--- src/shared/chan_div_pkg.sv ---
// Package for the cascaded channel divider: register map, field layout,
// reset values and carrier types.
// Assumes one clock that stands for the distribution clock tree input.
package chan_div_pkg;

	localparam int ADDR_W = 9;
	localparam int DATA_W = 8;
	localparam int CNT_W = 4;
	localparam int NUM_STAGES = 2;

	// ************************************************************
	// Register offsets.
	// ************************************************************
	localparam logic [ADDR_W-1:0] OFS_FIRST_COUNTS = 9'h19e;
	localparam logic [ADDR_W-1:0] OFS_PHASE = 9'h19f;
	localparam logic [ADDR_W-1:0] OFS_SECOND_COUNTS = 9'h1a0;
	localparam logic [ADDR_W-1:0] OFS_CONTROL = 9'h1a1;
	localparam logic [ADDR_W-1:0] OFS_DUTY = 9'h1a2;

	// ************************************************************
	// Field positions and reset values.
	// ************************************************************
	localparam int LOW_LSB = 4;
	localparam int HIGH_LSB = 0;
	localparam int PHASE2_LSB = 4;
	localparam int PHASE1_LSB = 0;
	localparam int BIT_BYPASS2 = 5;
	localparam int BIT_BYPASS1 = 4;
	localparam int BIT_NOSYNC = 3;
	localparam int BIT_FORCE = 2;
	localparam int BIT_START2 = 1;
	localparam int BIT_START1 = 0;
	localparam int BIT_DUTY_FIX_DISABLE = 0;
	localparam logic [DATA_W-1:0] RESET_VALUE = 8'h00;
	localparam logic [DATA_W-1:0] CONTROL_MASK = 8'h3f;
	localparam logic [DATA_W-1:0] DUTY_MASK = 8'h01;

	typedef enum logic [1:0] {
		ST_RUN = 2'b01,
		ST_DELAY = 2'b10
	} stage_state_t;

	// Settings of one divider stage.
	typedef struct packed {
		logic [CNT_W-1:0] low_cnt;
		logic [CNT_W-1:0] high_cnt;
		logic [CNT_W-1:0] phase;
		logic start_high;
		logic bypass;
	} stage_cfg_t;

	// Register bus request.
	typedef struct packed {
		logic [ADDR_W-1:0] addr;
		logic [DATA_W-1:0] wdata;
		logic wr;
		logic rd;
	} bus_req_t;

endpackage

--- src/logic/chan_div.sv ---
// Cascaded two-stage output channel divider with its register file.
// Assumes i_clk is the distribution clock and i_sync comes from a pin.
`timescale 1ns/1ps

module chan_div (
	input wire logic i_clk,
	input wire logic i_rst,
	input wire logic [chan_div_pkg::ADDR_W-1:0] i_addr,
	input wire logic [chan_div_pkg::DATA_W-1:0] i_wdata,
	input wire logic i_wr,
	input wire logic i_rd,
	output logic [chan_div_pkg::DATA_W-1:0] o_rdata,
	input wire logic i_sync,
	output logic o_chan_level,
	output logic o_chan_tick,
	output logic o_duty_fix_en
);

	// ************************************************************
	// Register file.
	// ************************************************************
	chan_div_pkg::bus_req_t req;
	logic [chan_div_pkg::DATA_W-1:0] first_counts_reg;
	logic [chan_div_pkg::DATA_W-1:0] phase_reg;
	logic [chan_div_pkg::DATA_W-1:0] second_counts_reg;
	logic [chan_div_pkg::DATA_W-1:0] control_reg;
	logic [chan_div_pkg::DATA_W-1:0] duty_reg;
	logic [chan_div_pkg::DATA_W-1:0] rdata_next;

	assign req = '{addr: i_addr, wdata: i_wdata, wr: i_wr, rd: i_rd};

	always_ff @(posedge i_clk) begin
		if (i_rst) begin
			first_counts_reg <= chan_div_pkg::RESET_VALUE;
			phase_reg <= chan_div_pkg::RESET_VALUE;
			second_counts_reg <= chan_div_pkg::RESET_VALUE;
			control_reg <= chan_div_pkg::RESET_VALUE;
			duty_reg <= chan_div_pkg::RESET_VALUE;
		end else if (req.wr) begin
			unique case (req.addr)
				chan_div_pkg::OFS_FIRST_COUNTS: first_counts_reg <= req.wdata;
				chan_div_pkg::OFS_PHASE: phase_reg <= req.wdata;
				chan_div_pkg::OFS_SECOND_COUNTS: second_counts_reg <= req.wdata;
				chan_div_pkg::OFS_CONTROL: control_reg <= req.wdata & chan_div_pkg::CONTROL_MASK;
				chan_div_pkg::OFS_DUTY: duty_reg <= req.wdata & chan_div_pkg::DUTY_MASK;
				default: ;
			endcase
		end
	end

	always_comb begin
		rdata_next = 8'h00;
		unique case (req.addr)
			chan_div_pkg::OFS_FIRST_COUNTS: rdata_next = first_counts_reg;
			chan_div_pkg::OFS_PHASE: rdata_next = phase_reg;
			chan_div_pkg::OFS_SECOND_COUNTS: rdata_next = second_counts_reg;
			chan_div_pkg::OFS_CONTROL: rdata_next = control_reg;
			chan_div_pkg::OFS_DUTY: rdata_next = duty_reg;
			default: rdata_next = 8'h00;
		endcase
	end

	// Read data stand for exactly the one cycle after the strobe.
	always_ff @(posedge i_clk) begin
		if (i_rst) begin
			o_rdata <= 8'h00;
		end else if (req.rd) begin
			o_rdata <= rdata_next;
		end else begin
			o_rdata <= 8'h00;
		end
	end

	// The corrector itself sits in the analog output path; this only steers it.
	always_ff @(posedge i_clk) begin
		if (i_rst) begin
			o_duty_fix_en <= 1'b1;
		end else begin
			o_duty_fix_en <= ~duty_reg[chan_div_pkg::BIT_DUTY_FIX_DISABLE];
		end
	end

	// ************************************************************
	// Stage settings.
	// ************************************************************
	chan_div_pkg::stage_cfg_t cfg [chan_div_pkg::NUM_STAGES];
	logic nosync;
	logic force_high;

	assign cfg[0] = '{
		low_cnt: first_counts_reg[chan_div_pkg::LOW_LSB +: chan_div_pkg::CNT_W],
		high_cnt: first_counts_reg[chan_div_pkg::HIGH_LSB +: chan_div_pkg::CNT_W],
		phase: phase_reg[chan_div_pkg::PHASE1_LSB +: chan_div_pkg::CNT_W],
		start_high: control_reg[chan_div_pkg::BIT_START1],
		bypass: control_reg[chan_div_pkg::BIT_BYPASS1]
	};
	assign cfg[1] = '{
		low_cnt: second_counts_reg[chan_div_pkg::LOW_LSB +: chan_div_pkg::CNT_W],
		high_cnt: second_counts_reg[chan_div_pkg::HIGH_LSB +: chan_div_pkg::CNT_W],
		phase: phase_reg[chan_div_pkg::PHASE2_LSB +: chan_div_pkg::CNT_W],
		start_high: control_reg[chan_div_pkg::BIT_START2],
		bypass: control_reg[chan_div_pkg::BIT_BYPASS2]
	};
	assign nosync = control_reg[chan_div_pkg::BIT_NOSYNC];
	assign force_high = control_reg[chan_div_pkg::BIT_FORCE];

	// ************************************************************
	// Synchronisation strobe.
	// ************************************************************
	logic sync_meta_reg;
	logic sync_safe_reg;
	logic sync_prev_reg;
	logic restart;

	always_ff @(posedge i_clk) begin
		if (i_rst) begin
			sync_meta_reg <= 1'b0;
			sync_safe_reg <= 1'b0;
			sync_prev_reg <= 1'b0;
		end else begin
			sync_meta_reg <= i_sync;
			sync_safe_reg <= sync_meta_reg;
			sync_prev_reg <= sync_safe_reg;
		end
	end

	// Restart on the rising edge of the strobe unless the channel ignores it.
	assign restart = sync_safe_reg & ~sync_prev_reg & ~nosync;

	// ************************************************************
	// Divider stages.
	// ************************************************************
	chan_div_pkg::stage_state_t state_reg [chan_div_pkg::NUM_STAGES];
	logic [chan_div_pkg::CNT_W-1:0] cnt_reg [chan_div_pkg::NUM_STAGES];
	logic level_reg [chan_div_pkg::NUM_STAGES];
	logic tick_in [chan_div_pkg::NUM_STAGES];
	logic rise [chan_div_pkg::NUM_STAGES];
	logic stage_level [chan_div_pkg::NUM_STAGES];

	// The first stage sees every distribution clock cycle.
	assign tick_in[0] = 1'b1;
	// The second stage is clocked by rising edges of the first stage.
	assign tick_in[1] = rise[0];

	function automatic logic [chan_div_pkg::CNT_W-1:0] limit_of(input chan_div_pkg::stage_cfg_t c, input logic lvl);
		limit_of = lvl ? c.high_cnt : c.low_cnt;
	endfunction

	genvar gi;
	generate
		for (gi = 0; gi < chan_div_pkg::NUM_STAGES; gi++) begin : g_stage
			logic at_limit;
			assign at_limit = (cnt_reg[gi] == limit_of(cfg[gi], level_reg[gi]));

			always_ff @(posedge i_clk) begin
				if (i_rst) begin
					state_reg[gi] <= chan_div_pkg::ST_RUN;
					cnt_reg[gi] <= 4'h0;
					level_reg[gi] <= 1'b0;
				end else if (cfg[gi].bypass) begin
					// Powered down: the counter is parked in its reset state.
					state_reg[gi] <= chan_div_pkg::ST_RUN;
					cnt_reg[gi] <= 4'h0;
					level_reg[gi] <= 1'b0;
				end else if (restart) begin
					state_reg[gi] <= chan_div_pkg::ST_DELAY;
					cnt_reg[gi] <= cfg[gi].phase;
					level_reg[gi] <= cfg[gi].start_high;
				end else if (tick_in[gi]) begin
					unique case (state_reg[gi])
						chan_div_pkg::ST_DELAY: begin
							if (cnt_reg[gi] == 4'h0) begin
								state_reg[gi] <= chan_div_pkg::ST_RUN;
							end else begin
								cnt_reg[gi] <= cnt_reg[gi] - 4'h1;
							end
						end
						chan_div_pkg::ST_RUN: begin
							if (at_limit) begin
								cnt_reg[gi] <= 4'h0;
								level_reg[gi] <= ~level_reg[gi];
							end else begin
								cnt_reg[gi] <= cnt_reg[gi] + 4'h1;
							end
						end
						default: begin
							state_reg[gi] <= chan_div_pkg::ST_RUN;
							cnt_reg[gi] <= 4'h0;
						end
					endcase
				end
			end

			// A bypassed stage passes each input cycle straight through.
			assign rise[gi] = cfg[gi].bypass ? tick_in[gi] :
				(~restart & tick_in[gi] & (state_reg[gi] == chan_div_pkg::ST_RUN) & at_limit & ~level_reg[gi]);
		end
	endgenerate

	// A bypassed first stage is the raw clock, which shows here as a steady high.
	assign stage_level[0] = cfg[0].bypass ? 1'b1 : level_reg[0];
	assign stage_level[1] = cfg[1].bypass ? stage_level[0] : level_reg[1];

	// ************************************************************
	// Channel output.
	// ************************************************************
	always_ff @(posedge i_clk) begin
		if (i_rst) begin
			o_chan_level <= 1'b0;
			o_chan_tick <= 1'b0;
		end else if (nosync && force_high) begin
			o_chan_level <= 1'b1;
			o_chan_tick <= 1'b0;
		end else begin
			o_chan_level <= stage_level[1];
			o_chan_tick <= rise[1];
		end
	end
endmodule // chan_div

--- config.mk ---
export PLATFORM = sky130hd
export DESIGN_NAME = chan_div
export DESIGN_NICKNAME = d
export VERILOG_FILES = /design/src/shared/chan_div_pkg.sv /design/src/logic/chan_div.sv
export SDC_FILE = /design/constraint.sdc
export NUM_CORES = 1
export LEC_CHECK = 0
export BUFFER_PORTS_ARGS = -buffer_cell sky130_fd_sc_hd__buf_4
export CAP_MARGIN = 0
export CELL_PAD_IN_SITES_DETAIL_PLACEMENT = 1
export CELL_PAD_IN_SITES_GLOBAL_PLACEMENT = 1
export CORE_MARGIN = 3
export CORE_UTILIZATION = 49
export DETAILED_ROUTE_END_ITERATION = 7
export GPL_TIMING_DRIVEN = 0
export HOLD_SLACK_MARGIN = 0.15
export PLACE_DENSITY_LB_ADDON = 0.1
export REMOVE_ABC_BUFFERS = 1
export SLEW_MARGIN = 20
export SYNTH_ARGS = -nofsm -noshare
export SYNTH_HDL_FRONTEND = slang
export SYNTH_SLANG_ARGS = --single-unit
--- constraint.sdc ---
create_clock -name i_clk -period 5.9 [get_ports i_clk]
set_clock_uncertainty 0.2 [all_clocks]
set_input_delay 1.77 -clock i_clk [delete_from_list [all_inputs] [get_ports i_clk]]
set_output_delay 1.77 -clock i_clk [all_outputs]
set_load 0.02 [all_outputs]
==> results of run 1 <==
[cell type report]
cell class | count | area (µm²) | share of cell area, %
Multi-Input combinational cell | 249 | 1680 | 46.6
Clock buffer | 16 | 211 | 5.89
Tap cell | 75 | 93.8 | 2.61
Timing Repair Buffer | 33 | 245 | 6.83
Sequential cell | 59 | 1320 | 36.8
Inverter | 12 | 45.0 | 1.25
[per-stage QoR]
stage / worst slack, ns / utilization, % / total power (µW)
global placement: 0.670 / 55.6 / 598
detailed placement: 1.67 / 55.8 / 606
global route: 1.85 / 59.3 / 1030
floorplan: 2.01 / - / 551
finish: 1.97 / 59.3 / 979
CTS: 2.02 / 59.3 / 989
[logic make-up after synthesis]
kind of cell	synth area share, %
and+or+nand+nor	20.5
xor gates and xnor gates	3.33
buffers and inverters	5.16
AOI/OAI and AO/OA	15.2
DFF	41.9
adders and majority gates	3.17
muxes	10.8
[where the power goes]
group          switching (µW)  leakage, µW  internal, µW  total [µW]
clock network             156     0.000108           225         381
logic                    84.3     0.000749          63.3         148
registers                21.3     0.000511           430         451
total                     262      0.00137           718         979
[worst min-delay path by stage]
| stage | from | endpoint | slack [ns] | cells past startpoint |
|---|---|---|---|---|
| global route | duty_reg[0] | o_duty_fix_en | 0.26 | 1 |
| floorplan | duty_reg[0] | o_duty_fix_en | 0.18 | 1 |
| detailed placement | duty_reg[0] | o_duty_fix_en | 0.21 | 1 |
| global placement | duty_reg[0] | o_duty_fix_en | 0.22 | 1 |
| CTS | duty_reg[0] | o_duty_fix_en | 0.24 | 1 |
| finish | duty_reg[0] | o_duty_fix_en | 0.24 | 1 |
[cell usage after synthesis, drive strengths merged, types with 2 or more instances]
cell type / instances / share of area (%)
a211oi: 2 / 0.48
a21oi: 32 / 5.1
a221oi: 2 / 0.75
a222oi: 2 / 0.63
a22oi: 7 / 1.7
a2bb2oi: 2 / 0.56
a32oi: 2 / 0.56
buf: 8 / 2.2
clkbuf: 10 / 1.2
dfxtp: 45 / 29
edfxtp: 14 / 13
ha: 8 / 3.2
inv: 12 / 1.4
mux2: 8 / 2.9
mux2i: 25 / 7.9
nand2: 41 / 5.1
nand2b: 2 / 0.40
nand3: 20 / 3.2
nand3b: 2 / 0.48
nor2: 28 / 3.4
nor2b: 7 / 1.4
nor3: 11 / 2.4
nor3b: 4 / 1.3
nor4: 4 / 1.3
o2111ai: 2 / 0.56
o21ai: 7 / 1.1
o22ai: 3 / 0.60
o31ai: 2 / 0.48
xnor2: 10 / 2.8
xor2: 2 / 0.56
[routing by layer]
| layer | up-vias | track usage (%) |
|---|---|---|
| li1 | 1279 | - |
| met1 | 1319 | 29.8 |
| met2 | 64 | 43.1 |
| met3 | 9 | 5.51 |
| met4 | 0 | 6.37 |
| met5 | - | 0 |
[cell usage in the layout, fill, tap and decap left out, types with 3 or more instances in the layout]
cell      synthesis  final
nor3b_1           3      3
o21ai_0           6      6
nor2_1           27     27
mux2_2            8      8
a22oi_1           7      7
nand2_1          40     40
dfxtp_1          45     45
o22ai_1           3      3
edfxtp_1         14     14
nand3_1          20     20
xnor2_1          10     10
nor2b_1           7      7
a21oi_1          32     32
clkbuf_8          0     13
mux2i_1          25     25
inv_1            12     12
ha_1              8      8
buf_4             2     32
nor3_1            8      8
==> flow_summary.json, run 1 <==
{
  "reg2reg_to": "cnt_reg[1][3]",
  "antenna_found_initial": 0,
  "nets": 394,
  "critical_path.endpoint": "second_counts_reg[6]",
  "path_depth": 7,
  "synthCells": 339,
  "drt-met1-wl_um": 3700,
  "rsz0062_at_grt": "no",
  "worstSetupEndpointType": "register",
  "crit_chain": "buf_4 -> or4b_1 -> or3_4 -> nor3_4 -> nand2_1 -> nand2_1 -> a21oi_1",
  "clock_sinks": 59,
  "power_density_nw_per_um2": 273,
  "cts_made_buffers": 9,
  "worstSetupStartpointType": "input port",
  "ys_types": 56,
  "slew_viol_final": 0,
  "synth_enable_flop_cells": 14,
  "hold_path.class": "register to register",
  "port_buffers": 32,
  "design_area_um2": 3590,
  "netlist_area_um2": 3150,
  "htreeDepth": 3,
  "wl_um": 8410,
  "antenna_cells": 0,
  "ys_ff_latch": 59,
  "rows": 28,
  "cp_slowest_cell": "nor3_4",
  "gr-total-overflow": 0,
  "cap_violations": 0,
  "die_h_um": 86.2,
  "hold_buffers": 0,
  "place_congestion": 0.855,
  "rr_worst_depth": 5,
  "clk_pin_slew_ns": 0.07,
  "ys_warn_count": 0,
  "peakVddDrop_mv": 0.146,
  "slew_headroom_pct": 30.8,
  "die_w_um": 86.2,
  "area_growth_syn_to_layout_pct": 13.9,
  "grt_pass1_vias": 2787,
  "critPathMostFrequentCell": "nand2_1",
  "core_area_um2": 6060,
  "dr.max_layer_used": "met4",
  "regToRegSetupSlack_ns": 3.09,
  "dp_cells": 428,
  "cts_setup_buffers": 0,
  "wl_per_cell_um": 19.0,
  "path_buf_inv": 1,
  "crit_required_ns": 5.90,
  "grt_pass1_wl_um": 14000,
  "insertion_delay_ns": 0.34,
  "ys_seq_area_share_pct": 41.9,
  "firstDrtPassIters": 4,
  "wl_met2_um": 4260,
  "place_area_um2": 3380,
  "crit_fanout": 17,
  "via_per_inst": 6.02,
  "hpwlAfterDp_um": 6020,
  "hold_slack_ns": 0.236,
  "num_vias": 2671,
  "initial_core_util_pct": 52.0,
  "fin_crit_ns": 3.93,
  "fin_crit_sh_pct": 66.5,
  "post_synth.cell_area_avg_um2": 9.30,
  "route.detailed.drc": 0,
  "ys.flop_type": "dfxtp_1",
  "ys_async_sr_fraction_pct": 0,
  "clk_path_buf_depth": 2,
  "hold_viol": 0,
  "cp_top_family": "simple AND/OR/NAND/NOR gates",
  "ioPinCount": 33,
  "max_freq_ghz": 0.255,
  "dieArea_um2": 7430,
  "final-setup-viol-count": 0,
  "setup-tns-final_ns": 0,
  "drive_gt1_share_pct": 18.4,
  "cts-resized-gates": 0,
  "cpPeakStageDelay_ns": 0.56,
  "cts_tree": "built",
  "fill_cells": 708,
  "timing.rr.start": "level_reg[0]",
  "grt.total_usage_pct": 24.3,
  "critPathLaunch": "i_addr[2]",
  "worst_slew_pin_slew_ns": 1.03,
  "grt_start_max_net_pins": 47,
  "cp.arrival_ns": 3.93,
  "root_buffer": "clkbuf_8",
  "dr.first_iter.drc_count": 131,
  "status": "complete, no violations",
  "stdcell_count": 444,
  "wl_met3_um": 368,
  "critical_path_class": "input port to register",
  "power.leakage_uw": 0.00137,
  "ant_nets": 0
}
No activity file was read; power rests on OpenSTA's default activity.
==> run 2, diff against run 1 <==
--- a/config.mk
+++ b/config.mk
@@ -10,7 +10,7 @@
 export CELL_PAD_IN_SITES_DETAIL_PLACEMENT = 1
 export CELL_PAD_IN_SITES_GLOBAL_PLACEMENT = 1
 export CORE_MARGIN = 3
-export CORE_UTILIZATION = 49
+export CORE_UTILIZATION = 45
 export DETAILED_ROUTE_END_ITERATION = 7
 export GPL_TIMING_DRIVEN = 0
 export HOLD_SLACK_MARGIN = 0.15
==> constraint.sdc (replaced) <==
create_clock -name i_clk -period 3.9 [get_ports i_clk]
set_clock_uncertainty 0.2 [all_clocks]
set_input_delay 1.17 -clock i_clk [delete_from_list [all_inputs] [get_ports i_clk]]
set_output_delay 1.17 -clock i_clk [all_outputs]
set_load 0.02 [all_outputs]
==> flow_summary.json, run 2 (synthesis results as in run 1) <==
{
  "cts_made_buffers": 9,
  "worstSetupStartpointType": "input port",
  "nets": 394,
  "crit_required_ns": 3.91,
  "fill_cells": 779,
  "cts-resized-gates": 0,
  "cp_top_family": "simple AND/OR/NAND/NOR gates",
  "die_h_um": 89.7,
  "hold_path.class": "register to register",
  "clk_path_buf_depth": 2,
  "crit_chain": "buf_4 -> or4b_1 -> or3_4 -> nor3_4 -> nand2_1 -> nand2_1 -> a21oi_1",
  "firstDrtPassIters": 4,
  "place_congestion": 0.886,
  "power_density_nw_per_um2": 403,
  "area_growth_syn_to_layout_pct": 14.2,
  "pre_cts_ws_ns": 0.191,
  "clk_pin_slew_ns": 0.08,
  "status": "complete, no violations",
  "num_vias": 2657,
  "slew_viol_final": 0,
  "clock_sinks": 59,
  "grt_pass1_vias": 2726,
  "cts_tree": "built",
  "port_buffers": 32,
  "power.leakage_uw": 0.00136,
  "die_w_um": 89.7,
  "setup_slack_ns": 0.534,
  "fin_crit_ns": 3.37,
  "crit_fanout": 17,
  "insertion_delay_ns": 0.34,
  "worstSetupEndpointType": "register",
  "grt_pass1_wl_um": 14100,
  "critPathMostFrequentCell": "nand2_1",
  "antenna_cells": 0,
  "rsz0062_at_grt": "no",
  "critical_path_class": "input port to register",
  "fin_crit_sh_pct": 86.3,
  "design_power_total_uw": 1450,
  "worst_slew_pin_slew_ns": 1.06,
  "path_buf_inv": 1,
  "dieArea_um2": 8050,
  "finalCoreUtilization_pct": 54.8,
  "wl_per_cell_um": 18.1,
  "cap_violations": 0,
  "peakVddDrop_mv": 0.205,
  "final-setup-viol-count": 0,
  "wl_um": 8350,
  "core_area_um2": 6570,
  "grt_start_max_net_pins": 47,
  "via_per_inst": 5.75,
  "hold_buffers": 0,
  "cpPeakStageDelay_ns": 0.55,
  "root_buffer": "clkbuf_8",
  "route.detailed.drc": 0,
  "rows": 29,
  "cts_setup_buffers": 0,
  "dr.first_iter.drc_count": 111,
  "grt.total_usage_pct": 21.6,
  "gr-total-overflow": 0,
  "mostFrequentLayoutCells": "dfxtp_1 (45), nand2_1 (40), buf_4 (33)",
  "hold_slack_ns": 0.235,
  "ioPinCount": 33,
  "slew_headroom_pct": 28.7,
  "hpwlAfterDp_um": 6030,
  "layout_commonest_cell": "dfxtp_1",
  "ant_nets": 0,
  "drive_gt1_share_pct": 18.7,
  "cp.arrival_ns": 3.37,
  "max_freq_ghz": 0.297,
  "initial_core_util_pct": 48.0,
  "antenna_found_initial": 0,
  "cp_slowest_cell": "nor3_4",
  "htreeDepth": 3,
  "hold_viol": 0
}
==> run 2: cell types whose count changed in the layout (fill, tap and decap cells not counted) <==
cell,before,now
clkbuf_8,13,10
buf_2,1,0
buf_4,32,33
clkinv_4,0,2
clkbuf_1,2,1
inv_4,0,2
==> run 2: routing by layer <==
| layer | track usage (%) | wire length [µm] |
|---|---|---|
| met1 | 28.7 | 3860 |
| met2 | 34.7 | 3990 |
| met3 | 3.42 | 286 |
| met4 | 9.83 | 209 |
| met5 | 0 | 0 |
==> run 2: area by class of cell <==
cell class	count	area [µm²]	share of cell area (%)
clock buffer	12	166	4.62
clock inverter	4	30.0	0.834
inverter	12	45.0	1.25
multi-input combinational	249	1680	46.5
sequential	59	1320	36.7
tap	93	116	3.23
timing repair buffer	33	248	6.88
==> run 2: worst register-to-register path: cells and delay by family (launching register included) <==
kind	cells	cell delay, ns
flip-flops	1	0.53
AND/OR/NAND/NOR	1	0.53
AO/OA/AOI/OAI	2	0.75
XOR/XNOR	1	0.17
multiplexers	1	0.30
==> run 2: stage by stage <==
| stage | cell area [µm²] | std cells | TNS, ns |
|---|---|---|---|
| 3_5_place_dp | 3410 | 446 | 0 |
| 5_1_grt | 3600 | 462 | 0 |
| 2_1_floorplan | 3040 | 320 | 0 |
| 4_1_cts | 3600 | 462 | 0 |
| 3_3_place_gp | 3390 | 445 | -9.88 |
| 6_report | 3600 | 462 | 0 |
==> run 2: report_power, final <==
group / switching [µW] / internal (µW) / total, µW
clock network: 258 / 290 / 548
logic: 126 / 95.5 / 221
registers: 32.0 / 649 / 681
==> run 2: final timing paths <==
| kind | depth (start not counted) | start | slack [ns] | end |
|---|---|---|---|---|
| worst max-delay path | 7 | i_addr[2] | 0.53 | second_counts_reg[4] |
| worst min register to register | 1 | duty_reg[0] | 0.23 | o_duty_fix_en |
| worst min-delay path | 1 | duty_reg[0] | 0.23 | o_duty_fix_en |
| worst max register to register | 5 | level_reg[0] | 1.04 | cnt_reg[1][2] |
==> run 3, diff against run 2 <==
--- a/config.mk
+++ b/config.mk
@@ -5,12 +5,13 @@
 export SDC_FILE = /design/constraint.sdc
 export NUM_CORES = 1
 export LEC_CHECK = 0
+export ABC_AREA = 1
 export BUFFER_PORTS_ARGS = -buffer_cell sky130_fd_sc_hd__buf_4
 export CAP_MARGIN = 0
 export CELL_PAD_IN_SITES_DETAIL_PLACEMENT = 1
 export CELL_PAD_IN_SITES_GLOBAL_PLACEMENT = 1
 export CORE_MARGIN = 3
-export CORE_UTILIZATION = 45
+export CORE_UTILIZATION = 43
 export DETAILED_ROUTE_END_ITERATION = 7
 export GPL_TIMING_DRIVEN = 0
 export HOLD_SLACK_MARGIN = 0.15
==> flow_summary.json, run 3 <==
{
  "grt_pass1_wl_um": 16200,
  "critical_path.endpoint": "first_counts_reg[4]",
  "ys_types": 41,
  "nets": 505,
  "cts-resized-gates": 0,
  "synth-simple-area-share_pct": 29.6,
  "ioPinCount": 33,
  "hold_path.class": "register to register",
  "cts_tree": "built",
  "via_per_inst": 5.37,
  "initial_core_util_pct": 45.0,
  "setup-tns-final_ns": 0,
  "port_buffers": 32,
  "power_density_nw_per_um2": 410,
  "clock_sinks": 59,
  "final-setup-viol-count": 0,
  "synth_area_leaders": "dfxtp_1 (27%), edfxtp_1 (13%), nand2_1 (10%), inv_1 (7.4%), nor2_1 (5.4%)",
  "layout_commonest_cell": "nand2_1",
  "htreeDepth": 3,
  "place_congestion": 0.905,
  "hpwlAfterDp_um": 7360,
  "synth_fa_ha_area_share_pct": 3.02,
  "slew_headroom_pct": 43.3,
  "antenna_cells": 0,
  "insertion_delay_ns": 0.34,
  "max_freq_ghz": 0.326,
  "core_area_um2": 7370,
  "finalCoreUtilization_pct": 52.1,
  "regToRegSetupSlack_ns": 1.38,
  "gr-total-overflow": 0,
  "ys.flop_type": "dfxtp_1",
  "worstSetupStartpointType": "input port",
  "ys_seq_area_share_pct": 39.8,
  "status": "complete, no violations",
  "critical_path_class": "input port to register",
  "cts_made_buffers": 9,
  "crit_required_ns": 3.91,
  "firstDrtPassIters": 4,
  "die_h_um": 93.8,
  "grt.total_usage_pct": 23.7,
  "ys_async_sr_fraction_pct": 0,
  "synth_xor_area_share_pct": 2.11,
  "synth_top_cell_area_share_pct": 27.1,
  "grtUsageMet2_pct": 40.7,
  "grt_start_max_net_pins": 32,
  "synth_enable_flop_cells": 14,
  "clk_pin_slew_ns": 0.06,
  "use_met1_pct": 29.9,
  "wl_per_cell_um": 16.6,
  "reg2reg_to": "cnt_reg[1][1]",
  "cts_setup_buffers": 0,
  "route.detailed.drc": 0,
  "cap_violations": 0,
  "netlist_area_um2": 3320,
  "muxShareOfSynthArea_pct": 0,
  "top_usage_layer": "met2",
  "ys_ff_latch": 59,
  "fin_crit_ns": 3.06,
  "worst_slew_pin_slew_ns": 0.844,
  "yosysMostFrequentCell": "nand2_1",
  "met3_usage_pct": 3.45,
  "worstSetupEndpointType": "register",
  "mostFrequentLayoutCells": "nand2_1 (91), inv_1 (65), nor2_1 (48)",
  "antenna_found_initial": 0,
  "timing.rr.start": "level_reg[0]",
  "cp.arrival_ns": 3.07,
  "dieArea_um2": 8810,
  "peakVddDrop_mv": 0.272,
  "grt_pass1_vias": 3321,
  "fin_crit_sh_pct": 78.6,
  "synthCells": 444,
  "synth_top_family_by_area": "simple AND/OR/NAND/NOR gates",
  "rsz0062_at_grt": "no",
  "ys_warn_count": 0,
  "critPathLaunch": "i_addr[1]",
  "die_w_um": 93.8,
  "synth-compound-area-share_pct": 15.0,
  "yosysTopAreaCell": "dfxtp_1",
  "post_synth.cell_area_avg_um2": 7.47,
  "num_vias": 3112,
  "area_growth_syn_to_layout_pct": 15.6,
  "rows": 31,
  "clk_path_buf_depth": 2,
  "power.leakage_uw": 0.00165,
  "hold_buffers": 0,
  "wl_um": 9640,
  "slew_viol_final": 0,
  "hold_viol": 0,
  "crit_fanout": 13,
  "drive_gt1_share_pct": 17.7,
  "dr.first_iter.drc_count": 153,
  "root_buffer": "clkbuf_8",
  "rr_worst_depth": 9,
  "synth_commonest_cells": "nand2_1 (91), inv_1 (65), nor2_1 (48)",
  "ant_nets": 0
}
==> run 3: changes by cell type in the layout (fill, tap and decap cells not counted), moves of 8 or more <==
| cell | before | now |
|---|---|---|
| a211oi_2 | 0 | 8 |
| o21ai_0 | 6 | 19 |
| nor2_1 | 27 | 48 |
| nand4_1 | 0 | 10 |
| xnor2_1 | 10 | 1 |
| inv_1 | 12 | 65 |
| mux2_2 | 8 | 0 |
| mux2i_1 | 25 | 0 |
| nand2_1 | 40 | 91 |
==> run 3: per-layer routing <==
layer	up-vias	wire, µm
met5	-	0
li1	1528	-
met4	0	229
met3	19	312
met1	1506	4320
met2	59	4770
==> run 3: worst max-delay path: stages <==
cell and delay [ns]:
buf_4 0.13, inv_2 0.05, nor4_2 0.25, nand4_2 0.17, nor2_2 0.51, nand2_1 0.44, o21ai_0 0.28, a21oi_1 0.06
==> run 3: worst min path at each step <==
stage                        from       endpoint  slack, ns  depth (start not counted)
floorplan             duty_reg[0]  o_duty_fix_en       0.18                          1
global placement    sync_meta_reg  sync_safe_reg       0.19                          2
detailed placement  sync_meta_reg  sync_safe_reg       0.20                          2
CTS                 sync_meta_reg  sync_safe_reg       0.21                          2
global route        sync_meta_reg  sync_safe_reg       0.23                          2
finish              sync_meta_reg  sync_safe_reg       0.21                          2
==> run 3: cell families (layout without fill, tap and decap cells) <==
logic type,count (synthesis),count (layout)
flops,59,59
xor+xnor,8,8
buf+inv,84,120
simple gates,210,210
compound gates,75,75
fa+ha+maj,8,8
==> run 3: metrics by stage <==
stage / cells / area, µm² / hold WS, ns / worst slack [ns] / total power [µW]
6_report: 579 / 3840 / 0.213 / 0.835 / 1570
5_1_grt: 579 / 3840 / 0.230 / 0.588 / 1640
4_1_cts: 579 / 3840 / 0.212 / 0.842 / 1590
3_5_place_dp: 563 / 3610 / 0.201 / 0.525 / 939
3_3_place_gp: 563 / 3610 / 0.191 / 0.581 / 927
2_1_floorplan: 432 / 3250 / 0.180 / 1.14 / 849
==> run 3: report_power, final <==
part / internal [µW] / total [µW] / leakage (µW) / switching, µW
Combinational: 81.2 / 241 / 0.00103 / 160
Clock: 395 / 645 / 0.000117 / 251
Sequential: 653 / 685 / 0.000508 / 31.8
==> run 3: layout make-up <==
| type | instances | area (µm²) |
|---|---|---|
| timing repair buffer | 32 | 240 |
| sequential | 59 | 1320 |
| clock buffer | 12 | 155 |
| inverter | 72 | 274 |
| clock inverter | 4 | 71.3 |
| multi-input combinational | 301 | 1650 |
| tap | 99 | 124 |
| fill | 971 | 3530 |
